File: src/verilog/cms_pkg.sv
package cms_pkg;

   // ************************************
   // Mode codes
   // ************************************
   localparam logic [2:0] MODE_SSC = 3'h0;
   localparam logic [2:0] MODE_EEN = 3'h1;
   localparam logic [2:0] MODE_STW = 3'h2;
   localparam logic [2:0] MODE_EEW = 3'h3;
   localparam logic [2:0] MODE_NSC = 3'h4;
   localparam logic [2:0] MODE_NEN = 3'h5;
   localparam logic [2:0] MODE_PERI = 3'h6;
   localparam logic [2:0] MODE_NEW = 3'h7;
   localparam int MODE_W = 3;
   localparam int MODE_SPC_BIT = 2;

   // ************************************
   // Register map
   // ************************************
   localparam int ADDR_W = 8;
   localparam logic [7:0] ADDR_MODE = 8'h00;
   localparam logic [7:0] ADDR_MISC = 8'h04;
   localparam logic [7:0] ADDR_STAT = 8'h08;
   localparam logic [7:0] ADDR_LPC = 8'h0c;
   localparam int MISC_FLASH = 0;
   localparam int STAT_SEC = 0;
   localparam int STAT_VRUN = 1;
   localparam int STAT_VPASS = 2;
   localparam int STAT_CLKSRC = 3;
   localparam int STAT_DBG = 4;
   localparam int STAT_PWR = 8;
   localparam int LPC_PSTOP = 0;
   localparam int LPC_RTI = 1;
   localparam int LPC_WDOG = 2;
   localparam logic [2:0] LPC_RESET = 3'h0;

   // ************************************
   // Power states
   // ************************************
   typedef enum logic [3:0] {
      PW_RUN = 4'h1,
      PW_WAIT = 4'h2,
      PW_STOP = 4'h4,
      PW_PSTOP = 4'h8
   } cms_pwr_t;

endpackage

File: src/verilog/cms_config.sv
`timescale 1ns/1ns
// Contract
// Mode pins latched into mode bits at reset release.
// Flash-visibility pin latched into flash enable at reset release.
// Flash enable 1 maps internal flash; otherwise flash hidden.
// Mode bits readable; software may change mode only in limited cases.
// Code 000 special single chip, debug active at once; else on command.
// Codes 001 and 011 emulation expanded narrow and wide.
// Code 010 special test wide, code 100 normal single chip.
// Codes 101 and 111 normal expanded narrow and wide.
// Board never straps code 110, peripheral mode.
// Clock strap high picks Colpitts, low Pierce or external clock.
// Programmed security holds over every reset and power cycle.
// Secured normal single chip: all normal except debug blocked.
// Secured reset into expanded mode: flash disabled, debug blocked.
// Erase-verify runs in special single chip before unsecure allowed.
// Reset before reprogramming returns device to secured state.
// Full stop halts all clocks and oscillator; reset or irq wakes.
// Pseudo stop keeps oscillator, optional periodic and watchdog units.
// Wait halts CPU, buses static, peripherals active.
// In wait each peripheral may gate its own clock.
// Single-chip modes keep flash enable set regardless of strap.
module cms_config #(
   parameter int NPERIPH = 8
) (
   // Clock and reset
   input wire logic clk,
   input wire logic rstn,
   // APB slave
   input wire logic psel,
   input wire logic penable,
   input wire logic pwrite,
   input wire logic [cms_pkg::ADDR_W-1:0] paddr,
   input wire logic [31:0] pwdata,
   output logic [31:0] prdata,
   output logic pready,
   output logic pslverr,
   // Strap pins and interrupt pin, asynchronous
   input wire logic modeSelHi,
   input wire logic modeSelMid,
   input wire logic modeSelLo,
   input wire logic flashVisibilityStrap,
   input wire logic clockSourceStrap,
   input wire logic extIrqPin,
   // Flash security and erase-verify
   input wire logic nvSecured,
   input wire logic eraseVerifyDone,
   input wire logic eraseVerifyPass,
   output logic eraseVerifyRun,
   output logic secProgAllow,
   // Debug and CPU events
   input wire logic debugActivateCmd,
   input wire logic stopInstr,
   input wire logic waitInstr,
   input wire logic intIrq,
   input wire logic [NPERIPH-1:0] periphGateReq,
   // Configuration outputs
   output logic [cms_pkg::MODE_W-1:0] modeBits,
   output logic flashVisible,
   output logic debugActive,
   output logic colpittsSel,
   output logic expandedBus,
   output logic wideBus,
   output logic emulationMode,
   output logic modeIllegal,
   // Power control
   output logic oscEnable,
   output logic cpuHalt,
   output logic busHold,
   output logic rtiClkEn,
   output logic wdogClkEn,
   output logic [NPERIPH-1:0] periphClkEn
);
   import cms_pkg::*;

   // ************************************
   // Pin synchronisers
   // ************************************
   // No reset here so the strap levels are settled at release
   logic [5:0] pinMeta;
   logic [5:0] pinSync;
   wire [5:0] pinRaw = {flashVisibilityStrap, extIrqPin, clockSourceStrap,
      modeSelHi, modeSelMid, modeSelLo};
   always_ff @(posedge clk) begin
      pinMeta <= pinRaw;
      pinSync <= pinMeta;
   end
   wire [2:0] modePins = pinSync[2:0];
   wire extIrq = pinSync[4];
   wire romSync = pinSync[5];

   // ************************************
   // Reset capture
   // ************************************
   logic capDone_ff;
   wire capNow = ~capDone_ff;
   always_ff @(posedge clk or negedge rstn) begin
      if (!rstn) begin
         capDone_ff <= 1'b0;
      end else begin
         capDone_ff <= 1'b1;
      end
   end

   // ************************************
   // Register bus decode
   // ************************************
   wire acc = psel & penable;
   wire wr = acc & pwrite;
   wire hitMode = (paddr == ADDR_MODE);
   wire hitMisc = (paddr == ADDR_MISC);
   wire hitStat = (paddr == ADDR_STAT);
   wire hitLpc = (paddr == ADDR_LPC);
   wire hitAny = hitMode | hitMisc | hitStat | hitLpc;

   // ************************************
   // Mode and flash enable
   // ************************************
   logic [2:0] mode_ff;
   logic [2:0] nxt_mode;
   logic flashEn_ff;
   logic nxt_flashEn;
   logic colp_ff;
   logic secured_ff;

   wire isSpecial = ~mode_ff[MODE_SPC_BIT];
   wire singleChip = (mode_ff == MODE_SSC) | (mode_ff == MODE_NSC);
   wire [2:0] wrMode = pwdata[2:0];
   // Limited switching: only from special modes, never to peripheral
   wire modeWrOk = wr & hitMode & isSpecial & (wrMode != MODE_PERI);
   wire flashWrOk = wr & hitMisc & isSpecial;

   assign nxt_mode = capNow ? modePins :
      (modeWrOk ? wrMode : mode_ff);

   wire [2:0] modeEff = nxt_mode;
   wire scEff = (modeEff == MODE_SSC) | (modeEff == MODE_NSC);
   wire flashReq = capNow ? romSync :
      (flashWrOk ? pwdata[MISC_FLASH] : flashEn_ff);
   assign nxt_flashEn = scEff | flashReq;

   always_ff @(posedge clk or negedge rstn) begin
      if (!rstn) begin
         mode_ff <= MODE_SSC;
         flashEn_ff <= 1'b1;
         colp_ff <= 1'b0;
      end else begin
         mode_ff <= nxt_mode;
         flashEn_ff <= nxt_flashEn;
         colp_ff <= capNow ? pinSync[3] : colp_ff;
      end
   end

   // Mode decode
   assign emulationMode = (mode_ff == MODE_EEN) |
      (mode_ff == MODE_EEW);
   assign wideBus = (mode_ff == MODE_EEW) | (mode_ff == MODE_STW) |
      (mode_ff == MODE_NEW);
   assign expandedBus = ~singleChip & (mode_ff != MODE_PERI);
   // Strapped anyway it is flagged, the bus stays off
   assign modeIllegal = (mode_ff == MODE_PERI);
   assign modeBits = mode_ff;
   assign colpittsSel = colp_ff;
   // Secured expanded part runs only from external memory
   assign flashVisible = flashEn_ff &
      ~(secured_ff & expandedBus);

   // ************************************
   // Security and erase-verify
   // ************************************
   logic vRun_ff;
   logic vPass_ff;
   always_ff @(posedge clk or negedge rstn) begin
      if (!rstn) begin
         secured_ff <= 1'b1;
         vRun_ff <= 1'b0;
         vPass_ff <= 1'b0;
      end else begin
         if (capNow) begin
            secured_ff <= nvSecured;
         end else if (vPass_ff & ~nvSecured) begin
            secured_ff <= 1'b0;
         end
         if (capNow) begin
            vRun_ff <= nvSecured & (modePins == MODE_SSC);
         end else if (eraseVerifyDone) begin
            vRun_ff <= 1'b0;
         end
         if (vRun_ff & eraseVerifyDone & eraseVerifyPass) begin
            vPass_ff <= 1'b1;
         end
      end
   end
   assign eraseVerifyRun = vRun_ff;
   assign secProgAllow = ~secured_ff | vPass_ff;

   // ************************************
   // Debug gating
   // ************************************
   logic dbgCmd_ff;
   always_ff @(posedge clk or negedge rstn) begin
      if (!rstn) begin
         dbgCmd_ff <= 1'b0;
      end else if (debugActivateCmd) begin
         dbgCmd_ff <= 1'b1;
      end
   end
   wire dbgOpen = ~secured_ff | vPass_ff;
   assign debugActive = dbgOpen & capDone_ff &
      ((mode_ff == MODE_SSC) | dbgCmd_ff);

   // ************************************
   // Low power control
   // ************************************
   logic [2:0] lpc_ff;
   always_ff @(posedge clk or negedge rstn) begin
      if (!rstn) begin
         lpc_ff <= LPC_RESET;
      end else if (wr & hitLpc) begin
         lpc_ff <= pwdata[2:0];
      end
   end

   cms_pwr_t pwr_ff;
   cms_pwr_t nxt_pwr;
   wire wakeAny = extIrq | intIrq;
   always_comb begin
      nxt_pwr = pwr_ff;
      case (pwr_ff)
         PW_RUN: begin
            if (stopInstr) begin
               nxt_pwr = lpc_ff[LPC_PSTOP] ? PW_PSTOP : PW_STOP;
            end else if (waitInstr) begin
               nxt_pwr = PW_WAIT;
            end
         end
         PW_WAIT: begin
            if (wakeAny) begin
               nxt_pwr = PW_RUN;
            end
         end
         PW_STOP: begin
            // Core clock is gone, only the pin can wake it
            if (extIrq) begin
               nxt_pwr = PW_RUN;
            end
         end
         PW_PSTOP: begin
            if (wakeAny) begin
               nxt_pwr = PW_RUN;
            end
         end
         default: begin
            nxt_pwr = PW_RUN;
         end
      endcase
   end
   always_ff @(posedge clk or negedge rstn) begin
      if (!rstn) begin
         pwr_ff <= PW_RUN;
      end else begin
         pwr_ff <= nxt_pwr;
      end
   end

   wire inRun = (pwr_ff == PW_RUN);
   wire inWait = (pwr_ff == PW_WAIT);
   wire inPstop = (pwr_ff == PW_PSTOP);
   assign oscEnable = (pwr_ff != PW_STOP);
   assign cpuHalt = ~inRun;
   assign busHold = ~inRun;
   assign rtiClkEn = inRun | inWait |
      (inPstop & lpc_ff[LPC_RTI]);
   assign wdogClkEn = inRun | inWait |
      (inPstop & lpc_ff[LPC_WDOG]);
   assign periphClkEn = {NPERIPH{inRun}} |
      ({NPERIPH{inWait}} & ~periphGateReq);

   // ************************************
   // Read data
   // ************************************
   wire [31:0] rdMode = {29'h0, mode_ff};
   wire [31:0] rdMisc = {31'h0, flashEn_ff};
   wire [31:0] rdStat = {20'h0, pwr_ff, 3'h0, debugActive,
      colp_ff, vPass_ff, vRun_ff, secured_ff};
   wire [31:0] rdLpc = {29'h0, lpc_ff};
   // Zero-wait slave; unmapped reads return zero with an error
   assign pready = 1'b1;
   assign pslverr = acc & ~hitAny;
   assign prdata = hitMode ? rdMode :
      hitMisc ? rdMisc :
      hitStat ? rdStat :
      hitLpc ? rdLpc : 32'h0;
endmodule // cms_config

File: config.mk
export PLATFORM = sky130hd
export DESIGN_NAME = cms_config
export DESIGN_NICKNAME = d
export VERILOG_FILES = /design/src/verilog/cms_pkg.sv /design/src/verilog/cms_config.sv
export SDC_FILE = /design/constraint.sdc
export NUM_CORES = 1
export LEC_CHECK = 0
export ABC_AREA = 1
export BUFFER_PORTS_ARGS = -buffer_cell sky130_fd_sc_hd__buf_2
export CAP_MARGIN = 30
export CORE_ASPECT_RATIO = 1.75
export CORE_MARGIN = 2
export CORE_UTILIZATION = 42
export CTS_CLUSTER_DIAMETER = 200
export DETAILED_ROUTE_END_ITERATION = 10
export PLACE_DENSITY = 0.92
export SLEW_MARGIN = 10
export SYNTH_ARGS = -nofsm -noshare
export SYNTH_HDL_FRONTEND = slang
export SYNTH_SLANG_ARGS = --single-unit
File: constraint.sdc
create_clock -name clk -period 1.74 [get_ports clk]
set_input_delay 0.174 -clock clk [delete_from_list [all_inputs] [get_ports clk]]
set_output_delay 0.174 -clock clk [all_outputs]
set_load 0.02 [all_outputs]
==> results of run 1 <==
path summary, 6_finish.rpt:
kind	from	depth (start not counted)	slack (ps)	to
min in group asynchronous	rstn	2	340	vPass_ff$_DFFE_PN0P_
hold reg to reg	pinMeta[3]$_DFF_P_	0	330	pinSync[3]$_DFF_P_
setup reg to reg	pwr_ff[0]$_DFFE_PN1P_	8	400	pwr_ff[1]$_DFFE_PN0P_
setup / recovery	pwr_ff[3]$_DFFE_PN0P_	5	100	periphClkEn[2]
hold / removal	debugActivateCmd	2	80	dbgCmd_ff$_DFFE_PN0P_
max in group asynchronous	rstn	2	1080	flashEn_ff$_DFF_PN1_
power groups by stage:
stage	logic (mW)	registers [mW]	clock network [mW]
2_1_floorplan	0.803	0.813	0
3_3_place_gp	1.09	0.814	0
3_5_place_dp	1.12	0.817	0
4_1_cts	1.14	0.804	0.534
5_1_grt	1.24	0.820	0.562
6_report	1.14	0.810	0.515
cell type report:
type | count | area (um2) | share of cell area (%)
clock buffers | 6 | 72.57 | 3.513
clock inverters | 2 | 10.01 | 0.4846
inverters | 27 | 101.3 | 4.906
multi-input cells | 139 | 721.9 | 34.95
flip-flops and latches | 29 | 669.4 | 32.40
well taps | 46 | 57.56 | 2.786
repair buffers | 79 | 432.9 | 20.96
synthesized netlist by cell type:
cell | number | area [um2]
sky130_fd_sc_hd__buf_4 | 25 | 187.7
sky130_fd_sc_hd__nand2_1 | 25 | 93.84
sky130_fd_sc_hd__inv_1 | 23 | 86.33
sky130_fd_sc_hd__nor2_1 | 21 | 78.83
sky130_fd_sc_hd__dfrtp_1 | 14 | 350.3
sky130_fd_sc_hd__o21ai_0 | 13 | 65.06
sky130_fd_sc_hd__dfxtp_1 | 12 | 240.2
sky130_fd_sc_hd__nand3_1 | 12 | 60.06
sky130_fd_sc_hd__a21oi_1 | 5 | 25.02
sky130_fd_sc_hd__nor2_2 | 5 | 31.28
sky130_fd_sc_hd__inv_2 | 4 | 15.01
sky130_fd_sc_hd__nand4_1 | 4 | 25.02
sky130_fd_sc_hd__nor3_1 | 4 | 20.02
sky130_fd_sc_hd__dfstp_2 | 3 | 78.83
sky130_fd_sc_hd__nand2_2 | 3 | 18.77
sky130_fd_sc_hd__o21ai_1 | 3 | 15.01
sky130_fd_sc_hd__conb_1 | 2 | 7.510
sky130_fd_sc_hd__nor2_4 | 2 | 22.52
sky130_fd_sc_hd__o221ai_1 | 2 | 17.52
sky130_fd_sc_hd__a21oi_2 | 1 | 8.760
sky130_fd_sc_hd__a31oi_1 | 1 | 6.260
sky130_fd_sc_hd__buf_2 | 1 | 5.000
sky130_fd_sc_hd__clkbuf_2 | 1 | 5.000
sky130_fd_sc_hd__nand2_4 | 1 | 11.26
sky130_fd_sc_hd__nand3_2 | 1 | 10.01
sky130_fd_sc_hd__nand4_2 | 1 | 12.51
sky130_fd_sc_hd__nor2_8 | 1 | 20.02
sky130_fd_sc_hd__nor3_4 | 1 | 16.27
sky130_fd_sc_hd__nor4_2 | 1 | 12.51
sky130_fd_sc_hd__o2111ai_1 | 1 | 8.760
sky130_fd_sc_hd__o21a_1 | 1 | 7.510
sky130_fd_sc_hd__o21bai_1 | 1 | 7.510
sky130_fd_sc_hd__o22ai_1 | 1 | 6.260
sky130_fd_sc_hd__o31ai_1 | 1 | 7.510
sky130_fd_sc_hd__or2_0 | 1 | 6.260
sky130_fd_sc_hd__or2_2 | 1 | 6.260
cells by family (layout without fill, tap and decap cells):
kind of cell | Yosys count | after routing | synth area share [%]
other | 2 | 25 | 0.4704
DFF | 29 | 29 | 41.93
buffers and inverters | 54 | 114 | 18.73
and+or+nand+nor | 84 | 84 | 27.90
AOI/OAI and AO/OA | 30 | 30 | 10.97
critical path: cells and delay by family (launching register included):
kind / cells / cell delay (ps)
compound gates: 1 / 90
flops: 1 / 400
simple gates: 2 / 310
buf+inv: 2 / 380
routing by layer:
metal	vias up	wire length, um	global-route usage, %
met4	0	76	10.07
met2	75	2024	34.21
met3	10	304	4.007
li1	755	-	-
met1	692	1316	17.69
met5	-	0	0
registers in the layout (all words and copies together) (netlist names), named ones only:
register	flops
vPass_ff	1
capDone_ff	1
pinSync	6
flashEn_ff	1
pwr_ff	4
lpc_ff	3
dbgCmd_ff	1
secured_ff	1
pinMeta	6
colpittsSel	1
modeBits	2
eraseVerifyRun	1
per-stage QoR:
step | power, mW | instances
2_1_floorplan | 1.617 | 222
3_3_place_gp | 1.906 | 313
5_1_grt | 2.621 | 328
4_1_cts | 2.477 | 328
3_5_place_dp | 1.942 | 313
6_report | 2.469 | 328
what timing repair did:
item                                    CTS  global route
hold buffers                              7             0
resized for setup                         0             2
hold endpoints to repair                 20             0
endpoints found under the setup margin    0             4
==> reports/qor.txt, run 1 <==
TIMING
---------------------------------------------------------------------------------
Final setup violation count ........................................            0
Maximum clock rate .................................................    610.3 MHz
Hold Fails Final Rpt ...............................................            0
Setup skew after layout ............................................     4.494 ps
Sum Neg Setup Slack ................................................         0 ps
Tmin final .........................................................      1639 ps
Worst Setup Slack, final ...........................................     101.4 ps
Setup repair after global routing missed its margin ................           no
Worst slack on hold paths ..........................................     81.77 ps
Share of the cycle needed by the critical path after routing .......       94.17%
Final-report max-slew violation count ..............................            0

SYNTH
---------------------------------------------------------------------------------
Cell variety after synth ...........................................           36
Total of flip-flops plus latches after synthesis ...................           29
Post-synth design cell area ........................................     1597 um2
Share of the yosys chip area belonging to registers ................       41.93%
Per-instance average area after synthesis ..........................    8.023 um2
Ys Warns ...........................................................            0
Cell count after synthesis .........................................          199

WORST SETUP PATH
---------------------------------------------------------------------------------
Critical path type ................................................. flip-flop to output port
Type of destination of the critical path ...........................  output port
Cell with the largest stage delay on the worst path ................ sky130_fd_sc_hd__dfrtp_1
Cell-by-cell trace of the critical path ............................ nor2_2, nand3_2, buf_4, o21ai_0, buf_2
Max incr delay on CP ...............................................       400 ps
Data arrival time at the worst-slack endpoint ......................      1460 ps
Largest fanout on the critical path ................................           10
Critical path startpoint category ..................................    flip-flop
Required time of the critical path .................................      1570 ps

GLOBAL ROUTE
---------------------------------------------------------------------------------
Antenna violations before repair ...................................            0
Global routing usage summed across all routing layers ..............       18.22%
Global route total overflow ........................................            0
Global-route wire length before repair .............................     5.885 mm
Largest net degree at the start of global routing ..................           18
Number of global-route vias before repair ..........................         1387

ROUTE
---------------------------------------------------------------------------------
Wire length per cell ...............................................     11.35 um
Detailed-route DRC error count .....................................            0
Vias post-DR .......................................................         1532
Drt via density ....................................................        4.671
Detailed-route wire length .........................................     3.722 mm
Post-route ant nets ................................................            0
1st-iter DRT viols .................................................           51
Number of detailed-routing iterations run before antenna repair ....            4

PLACE
---------------------------------------------------------------------------------
Number of I/O port buffers .........................................           71
Dpl ws .............................................................     227.8 ps
Cell area after placement ..........................................     1906 um2
HPWL after detailed placement ......................................     2.997 mm
Routability congestion estimate from global placement ..............       0.8294

CTS
---------------------------------------------------------------------------------
H-tree depth .......................................................            2
Maximum buffer depth of the clock tree .............................            2
Number of buffers added for setup after CTS ........................            0
CTS Root Buffer Type ............................................... sky130_fd_sc_hd__clkbuf_8
Clock tree from TritonCTS ..........................................         done
Worst skew pair latency ............................................       280 ps
Clock slew seen by the registers of the worst setup and hold paths .        60 ps
CTS Sinks ..........................................................           29
Clock buffers created by TritonCTS .................................            5

PWR
---------------------------------------------------------------------------------
Leak pwr ...........................................................     1.120 nW
Largest voltage drop on the vdd net ................................      1026 uV
Sequential share of power ..........................................        32.8%
Share of power burned in combinational logic .......................        46.3%
Fraction of power consumed by the clock network ....................        20.9%
Net switching power of the design ..................................     1.081 mW
Internal cell power ................................................     1.387 mW
Fraction of power spent switching nets .............................       43.81%
Pwr dens ...........................................................  1195 nW/um2

FLOORPLANNING
---------------------------------------------------------------------------------
Starting density of the core .......................................       44.00%
Count of boundary I/O pins .........................................          125
Die footprint ......................................................     4330 um2
Cell row count .....................................................           29
X dimension of the die .............................................     50.61 um
Total core area ....................................................     3628 um2
Floorplan die height ...............................................     85.56 um

MIN PATH
---------------------------------------------------------------------------------
Worst min path class ............................................... input port to flip-flop

FINAL LAYOUT
---------------------------------------------------------------------------------
Summed area of non-filler cells in the final layout ................     2066 um2
Fraction of final layout cells with drive strength greater than 1 ..       37.59%
Top library cells by usage in the layout, fill and taps aside ...... 71 x sky130_fd_sc_hd__buf_2, 25 x sky130_fd_sc_hd__nand2_1, 25 x sky130_fd_sc_hd__conb_1
ANT cells ..........................................................            0
Final net count ....................................................          347
Synthesis-to-finish area growth ....................................       29.39%
Fillers ............................................................          357
Most common cell after layout, fill and taps aside ................. sky130_fd_sc_hd__buf_2
Final cell utilization of the core .................................       56.93%

OUTCOME
---------------------------------------------------------------------------------
Status .............................................................    completed

RUN
---------------------------------------------------------------------------------
Max capacitance violation total ....................................            0

(Power assumes the default switching activity.)
==> run 2, diff against run 1 <==
- SETUP_SLACK_MARGIN: default -> 0.3
==> run 2 against run 1 <==
Against the previous run: via count grew 14%; clock power grew 3%; total power grew 41%; design area grew 24%; utilization grew 14 points; critical endpoint is now wdogClkEn; largest cell class unchanged.
==> reports/qor.txt, run 2 (synthesis results as in run 1) <==
OUTCOME
---------------------------------------------------------------------------------
Status .............................................................    completed

FINAL LAYOUT
---------------------------------------------------------------------------------
Final cell utilization of the core .................................       70.59%   +14 points
Most common cell after layout, fill and taps aside ................. sky130_fd_sc_hd__buf_2
Final net count ....................................................          371   +6.9%
Top library cells by usage in the layout, fill and taps aside ...... 51 x sky130_fd_sc_hd__buf_2, 25 x sky130_fd_sc_hd__conb_1, 25 x sky130_fd_sc_hd__buf_4
Synthesis-to-finish area growth ....................................       60.42%
Fraction of final layout cells with drive strength greater than 1 ..       54.25%   +17 points
Fillers ............................................................          285   -20%
Combined area of the multi-input logic cells .......................    912.1 um2   +26%
Post-route insts no fill ...........................................          352   +7.3%
Biggest regs ....................................................... pinMeta x6, pinSync x6, pwr_ff x4
Sequential cell area ...............................................    675.6 um2   +0.93%
ANT cells ..........................................................            0   unchanged

GLOBAL ROUTE
---------------------------------------------------------------------------------
Global-route wire length before repair .............................     6.796 mm   +15%
Global route total overflow ........................................            0   unchanged
Largest net degree at the start of global routing ..................           18   unchanged
Global routing usage summed across all routing layers ..............       21.13%   +2.9 points
Antenna violations before repair ...................................            0   unchanged
Number of global-route vias before repair ..........................         1548   +12%

PWR
---------------------------------------------------------------------------------
Pwr dens ...........................................................  1364 nW/um2   +14%
Leak pwr ...........................................................     1.294 nW   +16%
Sequential share of power ..........................................        23.7%   -9.1 points
Net switching power of the design ..................................     1.505 mW   +39%
Largest voltage drop on the vdd net ................................      1668 uV   +63%
Share of power burned in combinational logic .......................        61.2%   +15 points
Fraction of power spent switching nets .............................       43.10%   -0.71 points
Internal cell power ................................................     1.987 mW   +43%
Fraction of power consumed by the clock network ....................        15.1%   -5.8 points

WORST SETUP PATH
---------------------------------------------------------------------------------
Required time of the critical path .................................      1570 ps   about the same
Cell-by-cell trace of the critical path ............................ buf_4, inv_1, nand3_2, o21ai_1, buf_4
Type of destination of the critical path ...........................  output port
Worst R2R Setup Slack ..............................................       230 ps   -170 ps
Cell with the largest stage delay on the worst path ................ sky130_fd_sc_hd__dfrtp_1
Largest fanout on the critical path ................................            3   -7
Data arrival time at the worst-slack endpoint ......................      1530 ps   +70 ps
Cell depth of the worst flop-to-flop path ..........................            7   -1
Terminus of the critical flop-to-flop path ......................... pwr_ff[3]$_DFFE_PN0P_
Cell family with the largest share of critical-path delay .......... buffers and inverters
Cell repeated most along the worst path ............................ sky130_fd_sc_hd__buf_4
Number of buffer and inverter stages on the critical path ..........            3   +1
Critical path type ................................................. flip-flop to output port
Max incr delay on CP ...............................................       420 ps   +20 ps
Critical path startpoint category ..................................    flip-flop
Reg2reg start ...................................................... pwr_ff[3]$_DFFE_PN0P_

TIMING
---------------------------------------------------------------------------------
Worst slack on hold paths ..........................................     78.57 ps   -3.192 ps
Final setup violation count ........................................            0   unchanged
Setup skew after layout ............................................     10.59 ps   +6.092 ps
Worst Setup Slack, final ...........................................     33.70 ps   -67.73 ps
Setup repair after global routing missed its margin ................          yes
Tmin final .........................................................      1706 ps   +67.73 ps
Hold Fails Final Rpt ...............................................            0   unchanged
Final-report max-slew violation count ..............................            0   unchanged
Share of the cycle needed by the critical path after routing .......       98.06%   +3.9 points
Sum Neg Setup Slack ................................................         0 ps   unchanged
Maximum clock rate .................................................    586.1 MHz   -4.0%

MIN PATH
---------------------------------------------------------------------------------
Worst min-delay path endpoint ...................................... dbgCmd_ff$_DFFE_PN0P_
Hold path startpoint ............................................... debugActivateCmd
Worst Hold Path Cells ..............................................            2   unchanged
Worst min path class ............................................... input port to flip-flop

CTS
---------------------------------------------------------------------------------
CTS Sinks ..........................................................           29   unchanged
Maximum buffer depth of the clock tree .............................            2   unchanged
CTS Root Buffer Type ............................................... sky130_fd_sc_hd__clkbuf_8
Clock slew seen by the registers of the worst setup and hold paths .        70 ps   about the same
H-tree depth .......................................................            2   unchanged
Clock tree from TritonCTS ..........................................         done
Clock buffers created by TritonCTS .................................            5   unchanged
Worst skew pair latency ............................................       290 ps   about the same

PLACE
---------------------------------------------------------------------------------
Inst Count DP ......................................................          313   unchanged
Dpl ws .............................................................     227.8 ps   unchanged
Routability congestion estimate from global placement ..............       0.8294   unchanged
HPWL after detailed placement ......................................     2.997 mm   unchanged
Number of I/O port buffers .........................................           71   unchanged

ROUTE
---------------------------------------------------------------------------------
Vias post-DR .......................................................         1746   +14%
Detailed-route wire length .........................................     5.319 mm   +43%
Number of detailed-routing iterations run before antenna repair ....            4   unchanged
1st-iter DRT viols .................................................           52   +2.0%
Detailed-route DRC error count .....................................            0   unchanged
Wire length per cell ...............................................     15.11 um   +33%
Drt via density ....................................................        4.960   +6.2%
Post-route ant nets ................................................            0   unchanged

FLOORPLANNING
---------------------------------------------------------------------------------
X dimension of the die .............................................     50.61 um   unchanged
Count of boundary I/O pins .........................................          125   unchanged
Cell row count .....................................................           29   unchanged
Floorplan die height ...............................................     85.56 um   unchanged
Die footprint ......................................................     4330 um2   unchanged
Total core area ....................................................     3628 um2   unchanged
Starting density of the core .......................................       44.00%   unchanged

RUN
---------------------------------------------------------------------------------
Max capacitance violation total ....................................            0   unchanged

-- run 2: timing repair --
item	in CTS	in global routing
endpoints found under the hold margin	20	0
setup buffers	11	11
hold buffers	7	0
gates resized for setup	60	42
setup endpoints to repair	20	22
cloned	1	1
pin swaps	6	10
-- run 2: through the flow --
stage	power (mW)	cell area, um2
floorplan	1.617	1683
global placement	1.906	1906
detailed placement	1.942	1906
CTS	2.971	2305
global route	3.646	2561
finish	3.492	2561
-- run 2: power by group through the flow --
stage,clock network (mW),logic (mW),registers [mW]
after floorplan,0,0.803,0.813
after global placement,0,1.09,0.814
after detailed placement,0,1.12,0.817
after CTS,0.533,1.63,0.807
after global routing,0.573,2.24,0.832
final,0.528,2.14,0.826
-- run 2: how the worst max path moves through the flow --
| stage | end | cells past startpoint | startpoint |
|---|---|---|---|
| 2_1_floorplan | flashVisible | 6 | flip-flop |
| 3_3_place_gp | prdata[2] | 7 | paddr[7] |
| 3_5_place_dp | prdata[2] | 7 | paddr[7] |
| 4_1_cts | periphClkEn[6] | 5 | pwr_ff[2]$_DFFE_PN0P_ |
| 5_1_grt | wdogClkEn | 4 | pwr_ff[0]$_DFFE_PN1P_ |
| 6_report | wdogClkEn | 5 | pwr_ff[2]$_DFFE_PN0P_ |
-- run 2: cell type report --
class	count	area share, %
Clock inverter	2	0.3908
Timing Repair Buffer	102	28.38
Multi-Input combinational cell	140	35.61
Sequential cell	29	26.38
Tap cell	46	2.247
Clock buffer	6	2.833
Inverter	27	4.152
-- run 2: layer usage --
layer  GRT usage [%]  vias up  routed length [um]
met2           40.07      101                2866
met1           20.16      814                1775
met5               0        -                   0
met4           11.79        0                 297
met3           4.530       28                 380
li1                -      803                   -
==> run 3, diff against run 2 <==
- PLACE_DENSITY: 0.92 -> 0.82
==> run 3 against run 2 <==
Against the previous run: via count barely moved; count of clock-buffer cells in the layout rose by 2; total power fell by 3.9%; combinational power fell by 7%; worst setup slack improved by 89 ps; worst hold slack improved by 4.2 ps; utilization fell by 2.1 points; design area fell by 3.0%; critical path type unchanged.
==> reports/qor.txt, run 3 (synthesis results as in run 1) <==
ROUTE
---------------------------------------------------------------------------------
Wire length per cell ...............................................     15.03 um   -0.51%
Drt via density ....................................................        5.000   +0.80%
Detailed-route wire length .........................................     5.247 mm   -1.4%
Number of detailed-routing iterations run before antenna repair ....            5   +1
Detailed-route DRC error count .....................................            0   unchanged
Post-route ant nets ................................................            0   unchanged
Vias post-DR .......................................................         1745   -0.057%
1st-iter DRT viols .................................................           71   +37%

CTS
---------------------------------------------------------------------------------
Clock tree from TritonCTS ..........................................         done
H-tree depth .......................................................            2   unchanged
CTS Root Buffer Type ............................................... sky130_fd_sc_hd__clkbuf_8
Maximum buffer depth of the clock tree .............................            2   unchanged
Clock slew seen by the registers of the worst setup and hold paths .        60 ps   about the same
Clock buffers created by TritonCTS .................................            5   unchanged
Worst skew pair latency ............................................       280 ps   about the same
CTS Sinks ..........................................................           29   unchanged

TIMING
---------------------------------------------------------------------------------
Setup skew after layout ............................................     9.961 ps   -0.6240 ps
Maximum clock rate .................................................    618.3 MHz   +5.5%
Hold Fails Final Rpt ...............................................            0   unchanged
Final setup violation count ........................................            0   unchanged
Tmin final .........................................................      1617 ps   -88.95 ps
Sum Neg Setup Slack ................................................         0 ps   unchanged
Setup repair after global routing missed its margin ................          yes
Share of the cycle needed by the critical path after routing .......       92.95%   -5.1 points
Final-report max-slew violation count ..............................            0   unchanged

FINAL LAYOUT
---------------------------------------------------------------------------------
Biggest regs ....................................................... pinMeta x6, pinSync x6, pwr_ff x4
Final net count ....................................................          368   -0.81%
ANT cells ..........................................................            0   unchanged
Fraction of final layout cells with drive strength greater than 1 ..       50.83%   -3.4 points
Synthesis-to-finish area growth ....................................       55.64%
Most common cell after layout, fill and taps aside ................. sky130_fd_sc_hd__buf_2
Sequential cell area ...............................................    673.1 um2   -0.37%
Post-route insts no fill ...........................................          349   -0.85%
Fillers ............................................................          261   -8.4%
Top library cells by usage in the layout, fill and taps aside ...... 51 x sky130_fd_sc_hd__buf_2, 25 x sky130_fd_sc_hd__nand2_1, 25 x sky130_fd_sc_hd__conb_1, 25 x sky130_fd_sc_hd__buf_4, 17 x sky130_fd_sc_hd__inv_1
Combined area of the multi-input logic cells .......................    864.6 um2   -5.2%

PWR
---------------------------------------------------------------------------------
Overall Power ......................................................     3.358 mW   -3.9%
Leak pwr ...........................................................     1.271 nW   -1.8%
Largest voltage drop on the vdd net ................................      1263 uV   -24%
Pwr dens ...........................................................  1351 nW/um2   -0.91%

FLOORPLANNING
---------------------------------------------------------------------------------
Die footprint ......................................................     4330 um2   unchanged
Floorplan die height ...............................................     85.56 um   unchanged
Count of boundary I/O pins .........................................          125   unchanged
Starting density of the core .......................................       44.00%   unchanged
Cell row count .....................................................           29   unchanged
X dimension of the die .............................................     50.61 um   unchanged
Total core area ....................................................     3628 um2   unchanged

PLACE
---------------------------------------------------------------------------------
Routability congestion estimate from global placement ..............       0.8096   -2.4%
HPWL after detailed placement ......................................     2.960 mm   -1.2%
Inst Count DP ......................................................          313   unchanged
Number of I/O port buffers .........................................           71   unchanged

GLOBAL ROUTE
---------------------------------------------------------------------------------
Global-route wire length before repair .............................     6.327 mm   -6.9%
Global routing usage summed across all routing layers ..............       19.48%   -1.6 points
Antenna violations before repair ...................................            0   unchanged
Global route total overflow ........................................            0   unchanged
Largest net degree at the start of global routing ..................           18   unchanged
Number of global-route vias before repair ..........................         1519   -1.9%

RUN
---------------------------------------------------------------------------------
Max capacitance violation total ....................................            0   unchanged

WORST SETUP PATH
---------------------------------------------------------------------------------
Termination of the worst setup path ................................ periphClkEn[4]
Reg2reg start ...................................................... pwr_ff[0]$_DFFE_PN1P_
Critical path type ................................................. flip-flop to output port
Worst R2R Setup Slack ..............................................       190 ps   -40 ps
Data arrival time at the worst-slack endpoint ......................      1440 ps   -90 ps
Cell depth of the worst flop-to-flop path ..........................            8   +1
Required time of the critical path .................................      1570 ps   about the same
Beginning of the critical path ..................................... pwr_ff[3]$_DFFE_PN0P_
Critical path startpoint category ..................................    flip-flop
Largest fanout on the critical path ................................            5   +2
Terminus of the critical flop-to-flop path ......................... pwr_ff[1]$_DFFE_PN0P_
Type of destination of the critical path ...........................  output port

OUTCOME
---------------------------------------------------------------------------------
Status .............................................................    completed

MIN PATH
---------------------------------------------------------------------------------
Worst min path class ............................................... input port to flip-flop

[run 3: cell count changes in the layout (fill, tap and decap cells not counted), sizes merged]
cell and delta:
clkbuf +2, clkinv -2, buf -3
[run 3: metal layers]
layer | GRT usage [%] | share of wire (%)
met1 | 17.25 | 31
met2 | 39.47 | 55
met3 | 5.226 | 8.5
met4 | 7.125 | 5.5
met5 | 0 | 0
[run 3: worst min path at each step]
stage,cells past startpoint,slack [ps],startpoint,to
global placement,1,110,rstn,lpc_ff[1]$_DFFE_PN0P_
finish,2,80,debugActivateCmd,dbgCmd_ff$_DFFE_PN0P_
detailed placement,1,120,rstn,lpc_ff[2]$_DFFE_PN0P_
CTS,2,80,debugActivateCmd,dbgCmd_ff$_DFFE_PN0P_
floorplan,0,-120,rstn,async pin
global route,2,90,debugActivateCmd,dbgCmd_ff$_DFFE_PN0P_
[run 3: through the flow]
step	util, %	worst slack [ps]	hold slack, ps	cell area [um2]
2_1_floorplan	-	314.3	-121.6	1683
3_3_place_gp	52.52	248.2	108.0	1906
3_5_place_dp	52.52	215.4	118.8	1906
4_1_cts	61.38	215.8	77.27	2227
5_1_grt	68.48	98.42	93.02	2485
6_report	68.48	122.6	82.76	2485
[run 3: area by class of cell]
cell class / count / share of cell area [%]
Timing Repair Buffer: 99 / 27.90
Inverter: 27 / 4.280
Sequential cell: 29 / 27.09
Tap cell: 46 / 2.316
Clock buffer: 8 / 3.625
Multi-Input combinational cell: 140 / 34.79
[run 3: power by group]
group / internal [mW] / total (mW) / leakage (nW) / switching (mW)
Clock: 0.321 / 0.555 / 0.0455 / 0.233
Sequential: 0.750 / 0.824 / 0.290 / 0.0733
Combinational: 0.866 / 1.98 / 0.935 / 1.11
[run 3: worst max-delay path, cell delays in order, from the launching register on]
cell and delay (ps):
sky130_fd_sc_hd__dfrtp_1 400, sky130_fd_sc_hd__nor2_4 180, sky130_fd_sc_hd__buf_4 150, sky130_fd_sc_hd__nand2_4 80, sky130_fd_sc_hd__o21ai_2 200, sky130_fd_sc_hd__buf_6 150
[run 3: timing repair]
action / 4_1_cts / 5_1_grt
setup endpoints to repair: 20 / 24
pin swaps: 6 / 6
endpoints found under the hold margin: 20 / 0
buffers inserted: 9 / 10
hold buffers: 7 / 0
cloned: 0 / 2
resized for setup: 30 / 58
